==> src/core/sbos_pkg.sv <==
// Purpose: shared constants and types of the brake output sequencer
// Assumes: 40 MHz clock, APB register access, byte offsets
// Notes:   timing figures are kept in their own units, cycles derived
package sbos_pkg;
	// clock and millisecond tick
	localparam int CLK_PERIOD_NS   = 25;
	localparam int MS_NS           = 1000000;
	localparam int MS_CYCLES       = MS_NS / CLK_PERIOD_NS;
	localparam int TIMEOUT_UNIT_MS = 10;
	// speed at or below which the motor counts as at rest
	localparam logic [15:0] REST_RPM = 16'h0005;
	// setting limits and reset values
	localparam logic [13:0] DLY_MAX  = 14'h2710;
	localparam logic [13:0] DLY_RST  = 14'h0000;
	localparam logic [13:0] THR_MAX  = 14'h2710;
	localparam logic [13:0] THR_RST  = 14'h0064;
	localparam logic [6:0]  TO_MIN   = 7'h0A;
	localparam logic [6:0]  TO_MAX   = 7'h64;
	localparam logic [6:0]  TO_RST   = 7'h32;
	localparam logic [2:0]  TERM_RST = 3'h2;
	localparam logic [2:0]  TERM_OFF = 3'h6;
	// register byte offsets
	localparam logic [11:0] CTRL_OFF   = 12'h000;
	localparam logic [11:0] DELAY_OFF  = 12'h004;
	localparam logic [11:0] THR_OFF    = 12'h008;
	localparam logic [11:0] TO_OFF     = 12'h00C;
	localparam logic [11:0] TERM_OFF_A = 12'h010;
	localparam logic [11:0] STOP_OFF   = 12'h014;
	localparam logic [11:0] STAT_OFF   = 12'h018;
	// field positions
	localparam int CTRL_SON_BIT   = 0;
	localparam int CTRL_APPLY_BIT = 1;
	localparam int STOP_OFFM_LSB  = 0;
	localparam int STOP_ALMM_LSB  = 2;
	typedef enum logic [2:0] {
		ST_OFF   = 3'b000,
		ST_RUN   = 3'b001,
		ST_DELAY = 3'b010,
		ST_DECEL = 3'b011,
		ST_WAIT  = 3'b100
	} sbos_state_t;
	typedef enum logic [1:0] {
		SM_SHORT = 2'b00,
		SM_COAST = 2'b01,
		SM_ZERO  = 2'b10,
		SM_DECEL = 2'b11
	} sbos_stop_t;
	typedef enum logic [1:0] {
		PS_NONE  = 2'b00,
		PS_SHORT = 2'b01,
		PS_FREE  = 2'b10,
		PS_ZFIX  = 2'b11
	} sbos_post_t;
	localparam sbos_stop_t OFFM_RST = SM_SHORT;
	localparam sbos_stop_t ALMM_RST = SM_ZERO;
endpackage

==> src/core/sbos_spd_if.sv <==
// Purpose: carries speed, limits and compare results between modules
// Assumes: one clock domain, purely combinational signals
// Notes:   user side drives inputs, compare side answers
`timescale 1ns/1ps
interface sbos_spd_if;
	logic signed [15:0] speed;
	logic        [13:0] thr;
	logic        [13:0] max_rpm;
	logic               below;
	logic               rest;
	modport cmp  (input speed, thr, max_rpm, output below, rest);
	modport user (output speed, thr, max_rpm, input below, rest);
endinterface

==> src/core/sbos_brake_seq.sv <==
// Purpose: holding-brake release sequencer of a servo drive
// Assumes: APB slave, zero wait states, one 40 MHz clock
// Notes:   terminal routing only changes on reset or apply
//
// Our own choices: the register addresses and the APB register port.
`timescale 1ns/1ps
module sbos_brake_seq #(
	parameter int MS_CYCLES = sbos_pkg::MS_CYCLES
) (
	input  logic                 clk,
	input  logic                 sys_rst,
	input  logic                 psel,
	input  logic                 penable,
	input  logic                 pwrite,
	input  logic [11:0]          paddr,
	input  logic [31:0]          pwdata,
	output logic [31:0]          prdata,
	output logic                 pready,
	output logic                 pslverr,
	input  logic                 alarm,
	input  logic                 alarm_zero_ok,
	input  logic                 overtravel,
	input  logic signed [15:0]   motor_speed,
	input  logic [13:0]          motor_max_rpm,
	input  logic [5:0]           other_out,
	output logic                 brake_release_out,
	output logic                 motor_energize,
	output logic                 speed_cmd_zero,
	output sbos_pkg::sbos_stop_t stop_method,
	output sbos_pkg::sbos_post_t post_stop_state,
	output logic [5:0]           general_output_terminal
);
	import sbos_pkg::*;

	sbos_spd_if spd ();

	sbos_state_t state_q;
	sbos_state_t state_d;
	sbos_stop_t  offm_q;
	sbos_stop_t  almm_q;
	sbos_stop_t  stopm_q;
	sbos_stop_t  stopm_d;
	sbos_post_t  post_q;
	sbos_post_t  post_d;
	logic        son_q;
	logic [13:0] dly_q;
	logic [13:0] thr_q;
	logic [6:0]  to_q;
	logic [2:0]  term_q;
	logic [2:0]  term_act_q;
	logic [31:0] rdata_q;
	logic        brake_q;
	logic        ener_q;
	logic        zcmd_q;
	logic        alm_stop_q;
	logic        setup_w;
	logic        wr_w;
	logic        hit_w;
	logic [31:0] rd_w;
	logic [31:0] stat_w;
	logic [13:0] wdly_w;
	logic [13:0] wthr_w;
	logic [6:0]  wto_w;
	logic [2:0]  wterm_w;
	logic        apply_w;
	logic        stop_req_w;
	sbos_stop_t  req_m_w;
	logic        decel_w;
	logic        tmr_start_w;
	logic [13:0] tmr_load_w;
	logic        tmr_done_w;
	logic        ot_hold_w;
	logic        brake_d;
	logic        ener_d;

	// apb decode; slave answers with no wait state
	assign setup_w = psel && !penable;
	assign wr_w    = psel && penable && pwrite;
	assign hit_w   = paddr == CTRL_OFF || paddr == DELAY_OFF
		|| paddr == THR_OFF || paddr == TO_OFF
		|| paddr == TERM_OFF_A || paddr == STOP_OFF
		|| paddr == STAT_OFF;
	assign pready  = 1'b1;
	assign pslverr = psel && penable && !hit_w;
	assign prdata  = rdata_q;

	// write values clamped to the documented ranges
	assign wdly_w  = (pwdata[13:0] > DLY_MAX || pwdata[31:14] != 18'h0)
		? DLY_MAX : pwdata[13:0];
	assign wthr_w  = (pwdata[13:0] > THR_MAX || pwdata[31:14] != 18'h0)
		? THR_MAX : pwdata[13:0];
	assign wto_w   = (pwdata[31:7] != 25'h0 || pwdata[6:0] > TO_MAX)
		? TO_MAX : (pwdata[6:0] < TO_MIN) ? TO_MIN : pwdata[6:0];
	// values 7 and above read as disabled
	assign wterm_w = (pwdata[31:3] != 29'h0 || pwdata[2:0] > TERM_OFF)
		? TERM_OFF : pwdata[2:0];
	assign apply_w = wr_w && paddr == CTRL_OFF && pwdata[CTRL_APPLY_BIT];

	// status word and read mux
	assign stat_w = {22'h0, post_q, term_act_q, ener_q, brake_q, state_q};
	assign rd_w   = paddr == CTRL_OFF   ? {31'h0, son_q}
		: paddr == DELAY_OFF  ? {18'h0, dly_q}
		: paddr == THR_OFF    ? {18'h0, thr_q}
		: paddr == TO_OFF     ? {25'h0, to_q}
		: paddr == TERM_OFF_A ? {29'h0, term_q}
		: paddr == STOP_OFF   ? {28'h0, almm_q, offm_q}
		: paddr == STAT_OFF   ? stat_w : 32'h0;

	// read data captured in the setup phase, stable through access
	always_ff @(posedge clk) begin
		if (sys_rst)
			rdata_q <= 32'h0;
		else if (setup_w)
			rdata_q <= pwrite ? 32'h0 : rd_w;
	end

	// settings registers; take effect immediately
	always_ff @(posedge clk) begin
		if (sys_rst) begin
			son_q <= 1'b0;
			dly_q <= DLY_RST;
			thr_q <= THR_RST;
			to_q  <= TO_RST;
		end else if (wr_w) begin
			if (paddr == CTRL_OFF)
				son_q <= pwdata[CTRL_SON_BIT];
			if (paddr == DELAY_OFF)
				dly_q <= wdly_w;
			if (paddr == THR_OFF)
				thr_q <= wthr_w;
			if (paddr == TO_OFF)
				to_q <= wto_w;
		end
	end

	// stop method selection, alarm default zero speed stop
	// zero speed default
	always_ff @(posedge clk) begin
		if (sys_rst) begin
			offm_q <= OFFM_RST;
			almm_q <= ALMM_RST;
		end else if (wr_w && paddr == STOP_OFF) begin
			offm_q <= sbos_stop_t'(pwdata[STOP_OFFM_LSB +: 2]);
			almm_q <= sbos_stop_t'(pwdata[STOP_ALMM_LSB +: 2]);
		end
	end

	// terminal digit: stored now, used only after apply; reset restores TERM_RST
	// routing at restart
	always_ff @(posedge clk) begin
		if (sys_rst) begin
			term_q     <= TERM_RST;
			term_act_q <= TERM_RST;
		end else begin
			if (wr_w && paddr == TERM_OFF_A)
				term_q <= wterm_w;
			if (apply_w)
				term_act_q <= term_q;
		end
	end

	// speed compare and timer
	assign spd.speed   = motor_speed;
	assign spd.thr     = thr_q;
	assign spd.max_rpm = motor_max_rpm;

	sbos_speed_cmp u_cmp (
		.bus (spd)
	);

	sbos_ms_timer #(
		.MS_CYCLES (MS_CYCLES)
	) u_tmr (
		.clk     (clk),
		.sys_rst (sys_rst),
		.start   (tmr_start_w),
		.load_ms (tmr_load_w),
		.done    (tmr_done_w)
	);

	// which method stops the motor; zero speed on alarm only if alarm_zero_ok allows it
	// method choice
	assign stop_req_w = alarm || !son_q;
	assign req_m_w    = (alarm && (alarm_zero_ok || !almm_q[1]))
		? almm_q : (alarm ? SM_SHORT : offm_q);
	assign decel_w    = req_m_w[1];

	// sequencer next state
	always_comb begin
		state_d = state_q;
		unique case (state_q)
			ST_OFF: begin
				if (son_q && !alarm)
					state_d = ST_RUN;
			end
			ST_RUN: begin
				if (stop_req_w && spd.rest)
					state_d = (alarm && !decel_w) ? ST_OFF : ST_DELAY;
				else if (stop_req_w && decel_w)
					state_d = ST_DECEL;
				else if (stop_req_w)
					state_d = ST_WAIT;
			end
			ST_DELAY: begin
				if ((alarm && !alm_stop_q) || tmr_done_w)
					state_d = ST_OFF;
			end
			ST_DECEL: begin
				if (spd.rest)
					state_d = ST_DELAY;
			end
			ST_WAIT: begin
				if (spd.below || tmr_done_w)
					state_d = ST_OFF;
			end
			default: state_d = ST_OFF;
		endcase
	end

	// timer loads on entry to delay or wait
	// timeout in 10 ms units
	assign tmr_start_w = state_d != state_q
		&& (state_d == ST_DELAY || state_d == ST_WAIT);
	assign tmr_load_w  = state_d == ST_WAIT
		? 14'(to_q * TIMEOUT_UNIT_MS) : dly_q;

	// remember the method in use while stopping
	assign stopm_d = (state_q == ST_RUN && state_d != ST_RUN)
		? req_m_w : stopm_q;

	// brake and power decode from the next state
	// overtravel hold
	assign ot_hold_w = overtravel && son_q && !alarm;
	assign brake_d = state_d == ST_RUN || state_d == ST_DECEL
		|| state_d == ST_WAIT || ot_hold_w;
	assign ener_d  = state_d == ST_RUN || state_d == ST_DELAY
		|| state_d == ST_DECEL;

	// state after the stop
	// post-stop state
	always_comb begin
		post_d = PS_NONE;
		if (state_d == ST_DELAY)
			post_d = PS_ZFIX;
		else if (state_d == ST_OFF)
			post_d = ((stopm_d[1] ? offm_q : stopm_d) == SM_SHORT)
				? PS_SHORT : PS_FREE;
	end

	// sequencer and output registers
	always_ff @(posedge clk) begin
		if (sys_rst) begin
			state_q    <= ST_OFF;
			stopm_q    <= OFFM_RST;
			post_q     <= PS_SHORT;
			brake_q    <= 1'b0;
			ener_q     <= 1'b0;
			zcmd_q     <= 1'b0;
			alm_stop_q <= 1'b0;
		end else begin
			state_q <= state_d;
			stopm_q <= stopm_d;
			post_q  <= post_d;
			brake_q <= brake_d;
			ener_q  <= ener_d;
			zcmd_q  <= state_d == ST_DECEL;
			if (state_q == ST_RUN)
				alm_stop_q <= alarm;
		end
	end

	assign brake_release_out = brake_q;
	assign motor_energize    = ener_q;
	assign speed_cmd_zero    = zcmd_q;
	assign stop_method       = stopm_q;
	assign post_stop_state   = post_q;

	// terminals: brake ORed with whatever else shares the pin
	genvar gi;
	generate
		for (gi = 0; gi < 6; gi++) begin : g_term
			assign general_output_terminal[gi] = other_out[gi]
				|| (term_act_q == 3'(gi) && brake_q);
		end
	endgenerate
endmodule // sbos_brake_seq

==> src/core/sbos_speed_cmp.sv <==
// Purpose: speed magnitude against clamped brake threshold
// Assumes: speed in rpm, signed two's complement
// Notes:   combinational, no state
`timescale 1ns/1ps
module sbos_speed_cmp (
	sbos_spd_if.cmp bus
);
	import sbos_pkg::*;
	logic [15:0] abs_w;
	logic [13:0] eff_thr_w;

	// magnitude, either direction of rotation
	// magnitude compare
	assign abs_w = bus.speed[15] ? 16'(-bus.speed) : 16'(bus.speed);
	assign eff_thr_w = (bus.thr > bus.max_rpm) ? bus.max_rpm : bus.thr;
	assign bus.below = abs_w < {2'h0, eff_thr_w};
	assign bus.rest  = abs_w <= REST_RPM;
endmodule // sbos_speed_cmp

==> src/core/sbos_ms_timer.sv <==
// Purpose: one-shot millisecond timer with its own tick divider
// Assumes: start is a one-cycle pulse
// Notes:   divider restarts on start so the first ms is never short
`timescale 1ns/1ps
module sbos_ms_timer #(
	parameter int MS_CYCLES = sbos_pkg::MS_CYCLES
) (
	input  logic        clk,
	input  logic        sys_rst,
	input  logic        start,
	input  logic [13:0] load_ms,
	output logic        done
);
	import sbos_pkg::*;
	logic [15:0] div_q;
	logic [13:0] cnt_q;
	logic        run_q;
	logic        done_q;
	logic        tick_w;

	// one-cycle millisecond enable
	assign tick_w = run_q && (div_q == 16'(MS_CYCLES - 1));
	assign done   = done_q;

	// divider, counter and expiry flag
	always_ff @(posedge clk) begin
		if (sys_rst) begin
			div_q  <= 16'h0000;
			cnt_q  <= 14'h0000;
			run_q  <= 1'b0;
			done_q <= 1'b0;
		end else if (start) begin
			div_q  <= 16'h0000;
			cnt_q  <= load_ms;
			run_q  <= load_ms != 14'h0000;
			done_q <= load_ms == 14'h0000;
		end else if (tick_w) begin
			div_q  <= 16'h0000;
			cnt_q  <= cnt_q - 14'h0001;
			run_q  <= cnt_q > 14'h0001;
			done_q <= cnt_q == 14'h0001;
		end else if (run_q) begin
			div_q <= div_q + 16'h0001;
		end
	end
endmodule // sbos_ms_timer

==> config.mk <==
export PLATFORM = sky130hd
export DESIGN_NAME = sbos_brake_seq
export DESIGN_NICKNAME = d
export VERILOG_FILES = /design/src/core/sbos_pkg.sv /design/src/core/sbos_spd_if.sv /design/src/core/sbos_brake_seq.sv /design/src/core/sbos_speed_cmp.sv /design/src/core/sbos_ms_timer.sv
export SDC_FILE = /design/constraint.sdc
export NUM_CORES = 1
export LEC_CHECK = 0
export ABC_AREA = 1
export ABC_CLOCK_PERIOD_IN_PS = 9100
export BUFFER_PORTS_ARGS = -buffer_cell sky130_fd_sc_hd__buf_4
export CAP_MARGIN = 20
export CORE_ASPECT_RATIO = 0.8
export CORE_MARGIN = 4
export CORE_UTILIZATION = 40
export DETAILED_ROUTE_END_ITERATION = 10
export PLACE_DENSITY = 0.6
export SLEW_MARGIN = 0
export SYNTH_ARGS = -nofsm -noshare
export SYNTH_HDL_FRONTEND = slang
export SYNTH_HIERARCHICAL = 1
export SYNTH_SLANG_ARGS = --single-unit
==> constraint.sdc <==
create_clock -name clk -period 9.1 [get_ports clk]
set_input_delay 0.455 -clock clk [delete_from_list [all_inputs] [get_ports clk]]
set_output_delay 0.455 -clock clk [all_outputs]
set_load 0.03 [all_outputs]
Word-level counts from Yosys, hierarchy flattened
Cells that the tools add are included.
- mux-type cells: 37
- reduce and logical (&&, ||, !) cells: 74
- add/subtract/negate cells: 3
- $mul: 1
- magnitude comparators: 8
- equality and inequality tests: 23
- operators with widths (kind ; count):
    $mux W14 ; 9
    $mux W10 ; 4
    $eq A12 B5 Y1 const B ; 3
    $reduce_bool A29 Y1 ; 1
    $logic_and A1 B1 Y1 ; 25
    $logic_or A1 B1 Y1 ; 25
    $reduce_bool A25 Y1 ; 1
    $eq A12 B4 Y1 const B ; 2
    $mux W3 ; 8
    $eq A3 B2 Y1 const B ; 6
    $reduce_bool A18 Y1 ; 1
    $add A16 B1 Y16 const B ; 1
    $eq A16 B16 Y1 const B ; 1
    $le A16 B3 Y1 const B ; 1
    $lt A16 B14 Y1 ; 1
    $mux W16 ; 1
    $mux W2 ; 8
    $neg A16 Y16 ; 1
    $pmux W3 S5 ; 1
    $eq A14 B1 Y1 const B ; 1
    $gt A14 B1 Y1 const B ; 1
    $gt A14 B14 Y1 ; 1
    $gt A14 B14 Y1 const B ; 1
    $logic_not A14 Y1 ; 1
    21 further kinds ; 41
- flip-flop bits (word level): 121
- bits of input ports: 88
- output and inout bits: 47
- logic and storage cells: 167

Depth between registers and ports, before layout
- word-level depth: 17
- mapped depth: 35
- gate-level depth less buffers: 35

Cells and area by module
Netlist, hierarchy kept.
- modules (own cells, without submodules) (module ; times used ; cells each ; sequential area each (um2) ; area each (um2)):
    sbos_brake_seq ; 1 ; 674 ; 1421.4 ; 4451.8
    sbos_ms_timer ; 1 ; 308 ; 640.6 ; 1965.6
    sbos_speed_cmp ; 1 ; 209 ; 0.0 ; 1251.2

Worst setup path before layout
No wires, ideal clock.
- path kind: input to register
- start point: input port motor_max_rpm[13]
- end point: register u_tmr.run_q
- required time: 8.987 ns
- stages on the path: 31
- setup time: 0.113 ns
- slack: 5.093 ns
- arrival time: 3.894 ns
- buffers on the path: 2
- cell sequence: inv_1 > ha_1 > nand2_1 > nor2_2 > inv_2 > nor2_2 > nand4_1 > nand2_2 > buf_2 > a21oi_1 > ha_1 > nand2_1 > nor2_1 > a211oi_1 > o211ai_1 > a21oi_1 > nor2_1 > nand3_1 > nand2_2 > buf_4 > nor2_1 > nor2_1 > inv_2 > nor2_1 > nand2_1 > nor2_1 > nand4_1 > nand2_1 > inv_1 > nand3_1 > nand2_1
- longest elaborated chain between the ends: 10
- elaborated cells on any way between the ends: 15
- those cells by class: 2 x order compare; 3 x eq/ne; 5 x mux; 5 x reduce/logical
- RTL lines (element ; RTL line ; source):
    start: declaration ; sbos_brake_seq.sv:24 ; input logic [13:0] motor_max_rpm,
    $gt A14 B14 Y1 ; sbos_speed_cmp.sv:15 ; assign eff_thr_w = (bus.thr > bus.max_rpm) ? bus.max_rpm : bus.thr;
    $mux W14 (*) ; sbos_speed_cmp.sv:15 ;
    $lt A16 B14 Y1 (*) ; sbos_speed_cmp.sv:16 ; assign bus.below = abs_w < {2'h0, eff_thr_w};
    net spd.below ; sbos_spd_if.sv:9 ; logic below;
    $logic_or A1 B1 Y1 (*) ; sbos_brake_seq.sv:213 ; if (spd.below || tmr_done_w)
    $mux W3 (*) ; sbos_brake_seq.sv:213 ;
    $pmux W3 S5 (*) ; sbos_brake_seq.sv:191 ; unique case (state_q)
    $eq A3 B2 Y1 / $eq A3 B3 Y1 (equally long branches) ; sbos_brake_seq.sv:223 ; && (state_d == ST_DELAY || state_d == ST_WAIT);
    $logic_or A1 B1 Y1 ; sbos_brake_seq.sv:223 ;
    $logic_and A1 B1 Y1 (*) ; sbos_brake_seq.sv:223 ;
    net tmr_start_w ; sbos_brake_seq.sv:69 ; logic tmr_start_w;
    $mux W1 / $reduce_bool A2 Y1 (equally long branches) ; - ;
    end signal: assignment ; sbos_ms_timer.sv:40 ; run_q <= cnt_q > 14'h0001;
    end: declaration ; sbos_ms_timer.sv:17 ; logic run_q;
Mark *: on every way through the listed nets, which the timed path passes. The rest lies on a longest branch.
A chain may end at the register's enable or synchronous reset.

Worst setup path in the final report
- start point: register thr_q[9], in the netlist spd.thr[9]
- end point: register u_tmr.run_q
- longest elaborated chain between the ends: 10
- elaborated cells on any way between the ends: 15
- those cells by class: 2 x order compare; 3 x eq/ne; 5 x mux; 5 x reduce/logical
- RTL lines (element ; RTL line ; source):
    start: declaration ; sbos_brake_seq.sv:47 ; logic [13:0] thr_q;
    start signal: assignment ; sbos_brake_seq.sv:130 ; thr_q <= wthr_w;
    $gt A14 B14 Y1 ; sbos_speed_cmp.sv:15 ;
    $mux W14 (*) ; sbos_speed_cmp.sv:15 ;
    $lt A16 B14 Y1 (*) ; sbos_speed_cmp.sv:16 ;
    net spd.below ; sbos_spd_if.sv:9 ;
    $logic_or A1 B1 Y1 (*) ; sbos_brake_seq.sv:213 ;
    $mux W3 (*) ; sbos_brake_seq.sv:213 ;
    $pmux W3 S5 (*) ; sbos_brake_seq.sv:191 ;
    $eq A3 B2 Y1 / $eq A3 B3 Y1 (equally long branches) ; sbos_brake_seq.sv:223 ;
    $logic_or A1 B1 Y1 ; sbos_brake_seq.sv:223 ;
    $logic_and A1 B1 Y1 (*) ; sbos_brake_seq.sv:223 ;
    net tmr_start_w ; sbos_brake_seq.sv:69 ;
    $mux W1 / $reduce_bool A2 Y1 (equally long branches) ; - ;
Marks and branches as above.

==> flow_summary.yaml <==
critical_path:
  regToRegStartpoint: "spd.thr[9]"
  critPathSlowestCell: "dfxtp_1"
  cpMostUsedCell: "nor2_1"
  crit_path_end_kind: "register"
  r2r-end: "u_tmr/run_q"
  crit_path_start_kind: "register"
  rr_worst_depth: 28
  crit_buf_inv: 3
  r2r_slack_ns: 4.31
  required_ns: 9.36
  cp_top_family: "simple AND/OR/NAND/NOR gates"
  critPathMaxFanout: 27
  timing_worst_setup_path_type: "register to register"
  slowest_delay_ns: 0.48
  arrival_ns: 5.05
min_path:
  holdPathStages: 3
  worstHoldPathType: "input pin to register"
  hold_start: "pwdata[4]"
  holdPathEnd: "to_q[4]"
synth:
  synth_top_area_share_pct: 26.9
  synth-seq-cells: 103
  synth_common_cells: "nand2_1, inv_1, nor2_1"
  synth_cell_types: 49
  yosys.area.top_type: "dfxtp_1"
  syn-instance-count: 1191
  ys_async_sr_fraction_pct: 0
  yosysWarnings: 6
  synth_area_um2: 7670
  yosys-top-cells-area: "dfxtp_1, nand2_1, inv_1"
  synth_ff_type: "dfxtp_1"
  synth-edff-count: 0
  seq_area_frac_synth_pct: 26.9
  syn_area_per_cell_um2: 6.44
  yosys.cell_count.top_type: "nand2_1"
global_route:
  grt_first_pass_wirelength_um: 35800
  groute.usage.overall_pct: 20.6
  antenna_found_initial: 0
  grt_start_max_net_pins: 55
  grt_pass1_vias: 6789
  grt_overflow_total: 0
detailed_routing:
  vias: 7747
  wl_per_cell_um: 14.7
  drc: 0
  ant_nets: 0
  drt_first_pass_iters: 5
  drt-total-wl_um: 22900
  viasPerCell: 4.98
  drt_iter0_drc: 568
cts:
  clk_path_buf_depth: 2
  cts-root-buf: "clkbuf_16"
  post_cts_buffers: 0
  htree_levels: 3
  hold_buffers: 0
  insertion_delay_ns: 0.36
  clk_pin_slew_worst_paths_ns: 0.08
  cts_made_buffers: 9
  numClockSinks: 103
  cts_resized: 0
  cts_tree: "built"
floorplan:
  core_area_um2: 18900
  die-area_um2: 21500
  fp.dieH_um: 132
  fp-row-count: 45
  num_io_pins: 135
  initial_core_util_pct: 40.5
  die_x_um: 163
timing:
  hold_viol: 0
  skew_ns: 0.00963
  finalCriticalPeriod_ns: 4.79
  final.setup.worst_slack_ns: 4.31
  slew_headroom_pct: 36.5
  tns_ns: 0
  period_share_pct: 52.7
  grt_setup_unrepaired: "no"
  max_freq_mhz: 209
  slew_violations: 0
  setup_violations: 0
  tightest_slew_ns: 0.951
final_layout:
  fill_cells: 2011
  final_nets: 1422
  areaGrowthSynthToFinish_pct: 16.6
  design_area_um2: 8940
  final-seq-area_um2: 2060
  drive_gt1_share_pct: 16.6
  finalNonFillerCells: 1555
  antenna_cells: 0
  multi_input_area_um2: 4740
status:
  status: "finished clean"
placement:
  dpl-instance-area_um2: 8650
  placed_cells: 1539
  preCtsSetupSlack_ns: 4.19
  dp_hpwl_um: 18500
  place_congestion: 0.940
  io_buffers: 115
power_and_ir_drop:
  ir_drop_uv: 78.0
  p_per_area_nw_per_um2: 108
  fin_total_pwr_uw: 964
  leakagePower_nw: 4.20
flow_run:
  drv_cap: 0
-- worst register-to-register path: cells and delay by family, from the launching register on --
kind                       cells  cell delay, ns
and+or+nand+nor               17            1.97
AOI/OAI and AO/OA              6            1.18
adders and majority gates      2            0.60
DFF                            1            0.48
buffers and inverters          3            0.48
-- cells in the final DEF (no fill, tap or decap), types with 7 or more instances in the layout --
master       n
o211ai_1     8
nor3_1      13
nand2_2      7
a21oi_1     96
nor2_1     138
dfxtp_1    103
nor2_2      14
o21ai_0     41
o21bai_1    10
inv_1      147
ha_1        41
o21ai_1     30
xor2_1      18
nor4_1       7
nand2_1    263
xnor2_1      9
nand4_1     19
conb_1      19
nand3_1     95
clkbuf_16    9
buf_4      116
inv_2       25
-- state kept, by name (all words and copies together) (netlist names) --
register / flops
u_tmr/div_q: 16
dly_q: 14
prdata: 14
spd.thr: 14
u_tmr/cnt_q: 14
to_q: 7
state_q: 3
term_act_q: 3
term_q: 3
almm_q: 2
offm_q: 2
post_stop_state: 2
stop_method: 2
alm_stop_q: 1
brake_release_out: 1
motor_energize: 1
son_q: 1
speed_cmd_zero: 1
u_tmr/done: 1
u_tmr/run_q: 1
-- logic make-up after synthesis --
family / share of synthesized area, %
other: 0.0979
buffers and inverters: 12.2
and+or+nand+nor: 35.9
xor gates and xnor gates: 3.08
DFF: 26.9
AOI/OAI and AO/OA: 14.9
adders and majority gates: 6.95
-- power by group --
part	internal (mW)	switching (mW)
clock network	0.192	0.193
registers	0.450	0.0000156
logic	0.0489	0.0796
-- area by class of cell --
type                       count  share of cell area [%]
clock buffer                   9                    2.52
multi-input combinational    888                    53.0
tap                          258                    3.61
sequential                   103                    23.1
inverter                     174                    7.36
timing repair buffer         116                    9.74
clock inverter                 7                   0.769
-- worst max path at each step --
stage	startpoint	endpoint	slack (ns)	cells past startpoint
finish	spd.thr[9]	u_tmr/run_q	4.31	28
CTS	spd.thr[13]	u_tmr/run_q	4.36	29
global placement	motor_max_rpm[13]	u_tmr/run_q	4.30	31
detailed placement	motor_max_rpm[13]	u_tmr/run_q	4.19	31
floorplan	motor_max_rpm[13]	u_tmr/run_q	5.09	31
global route	spd.thr[13]	u_tmr/run_q	3.85	29
-- through the flow --
step / util, % / hold WS [ns]
finish: 47.3 / 0.346
global route: 47.3 / 0.345
CTS: 47.3 / 0.334
detailed placement: 45.7 / 0.446
global placement: 45.7 / 0.442
floorplan: - / 0.424
-- per-layer routing --
| metal | global-route usage, % | part of all wire (%) |
|---|---|---|
| met1 | 34.2 | 54 |
| met2 | 27.1 | 37 |
| met3 | 3.25 | 7.2 |
| met4 | 4.38 | 1.2 |
| met5 | 0 | 0 |
(Power assumes the default switching activity.)
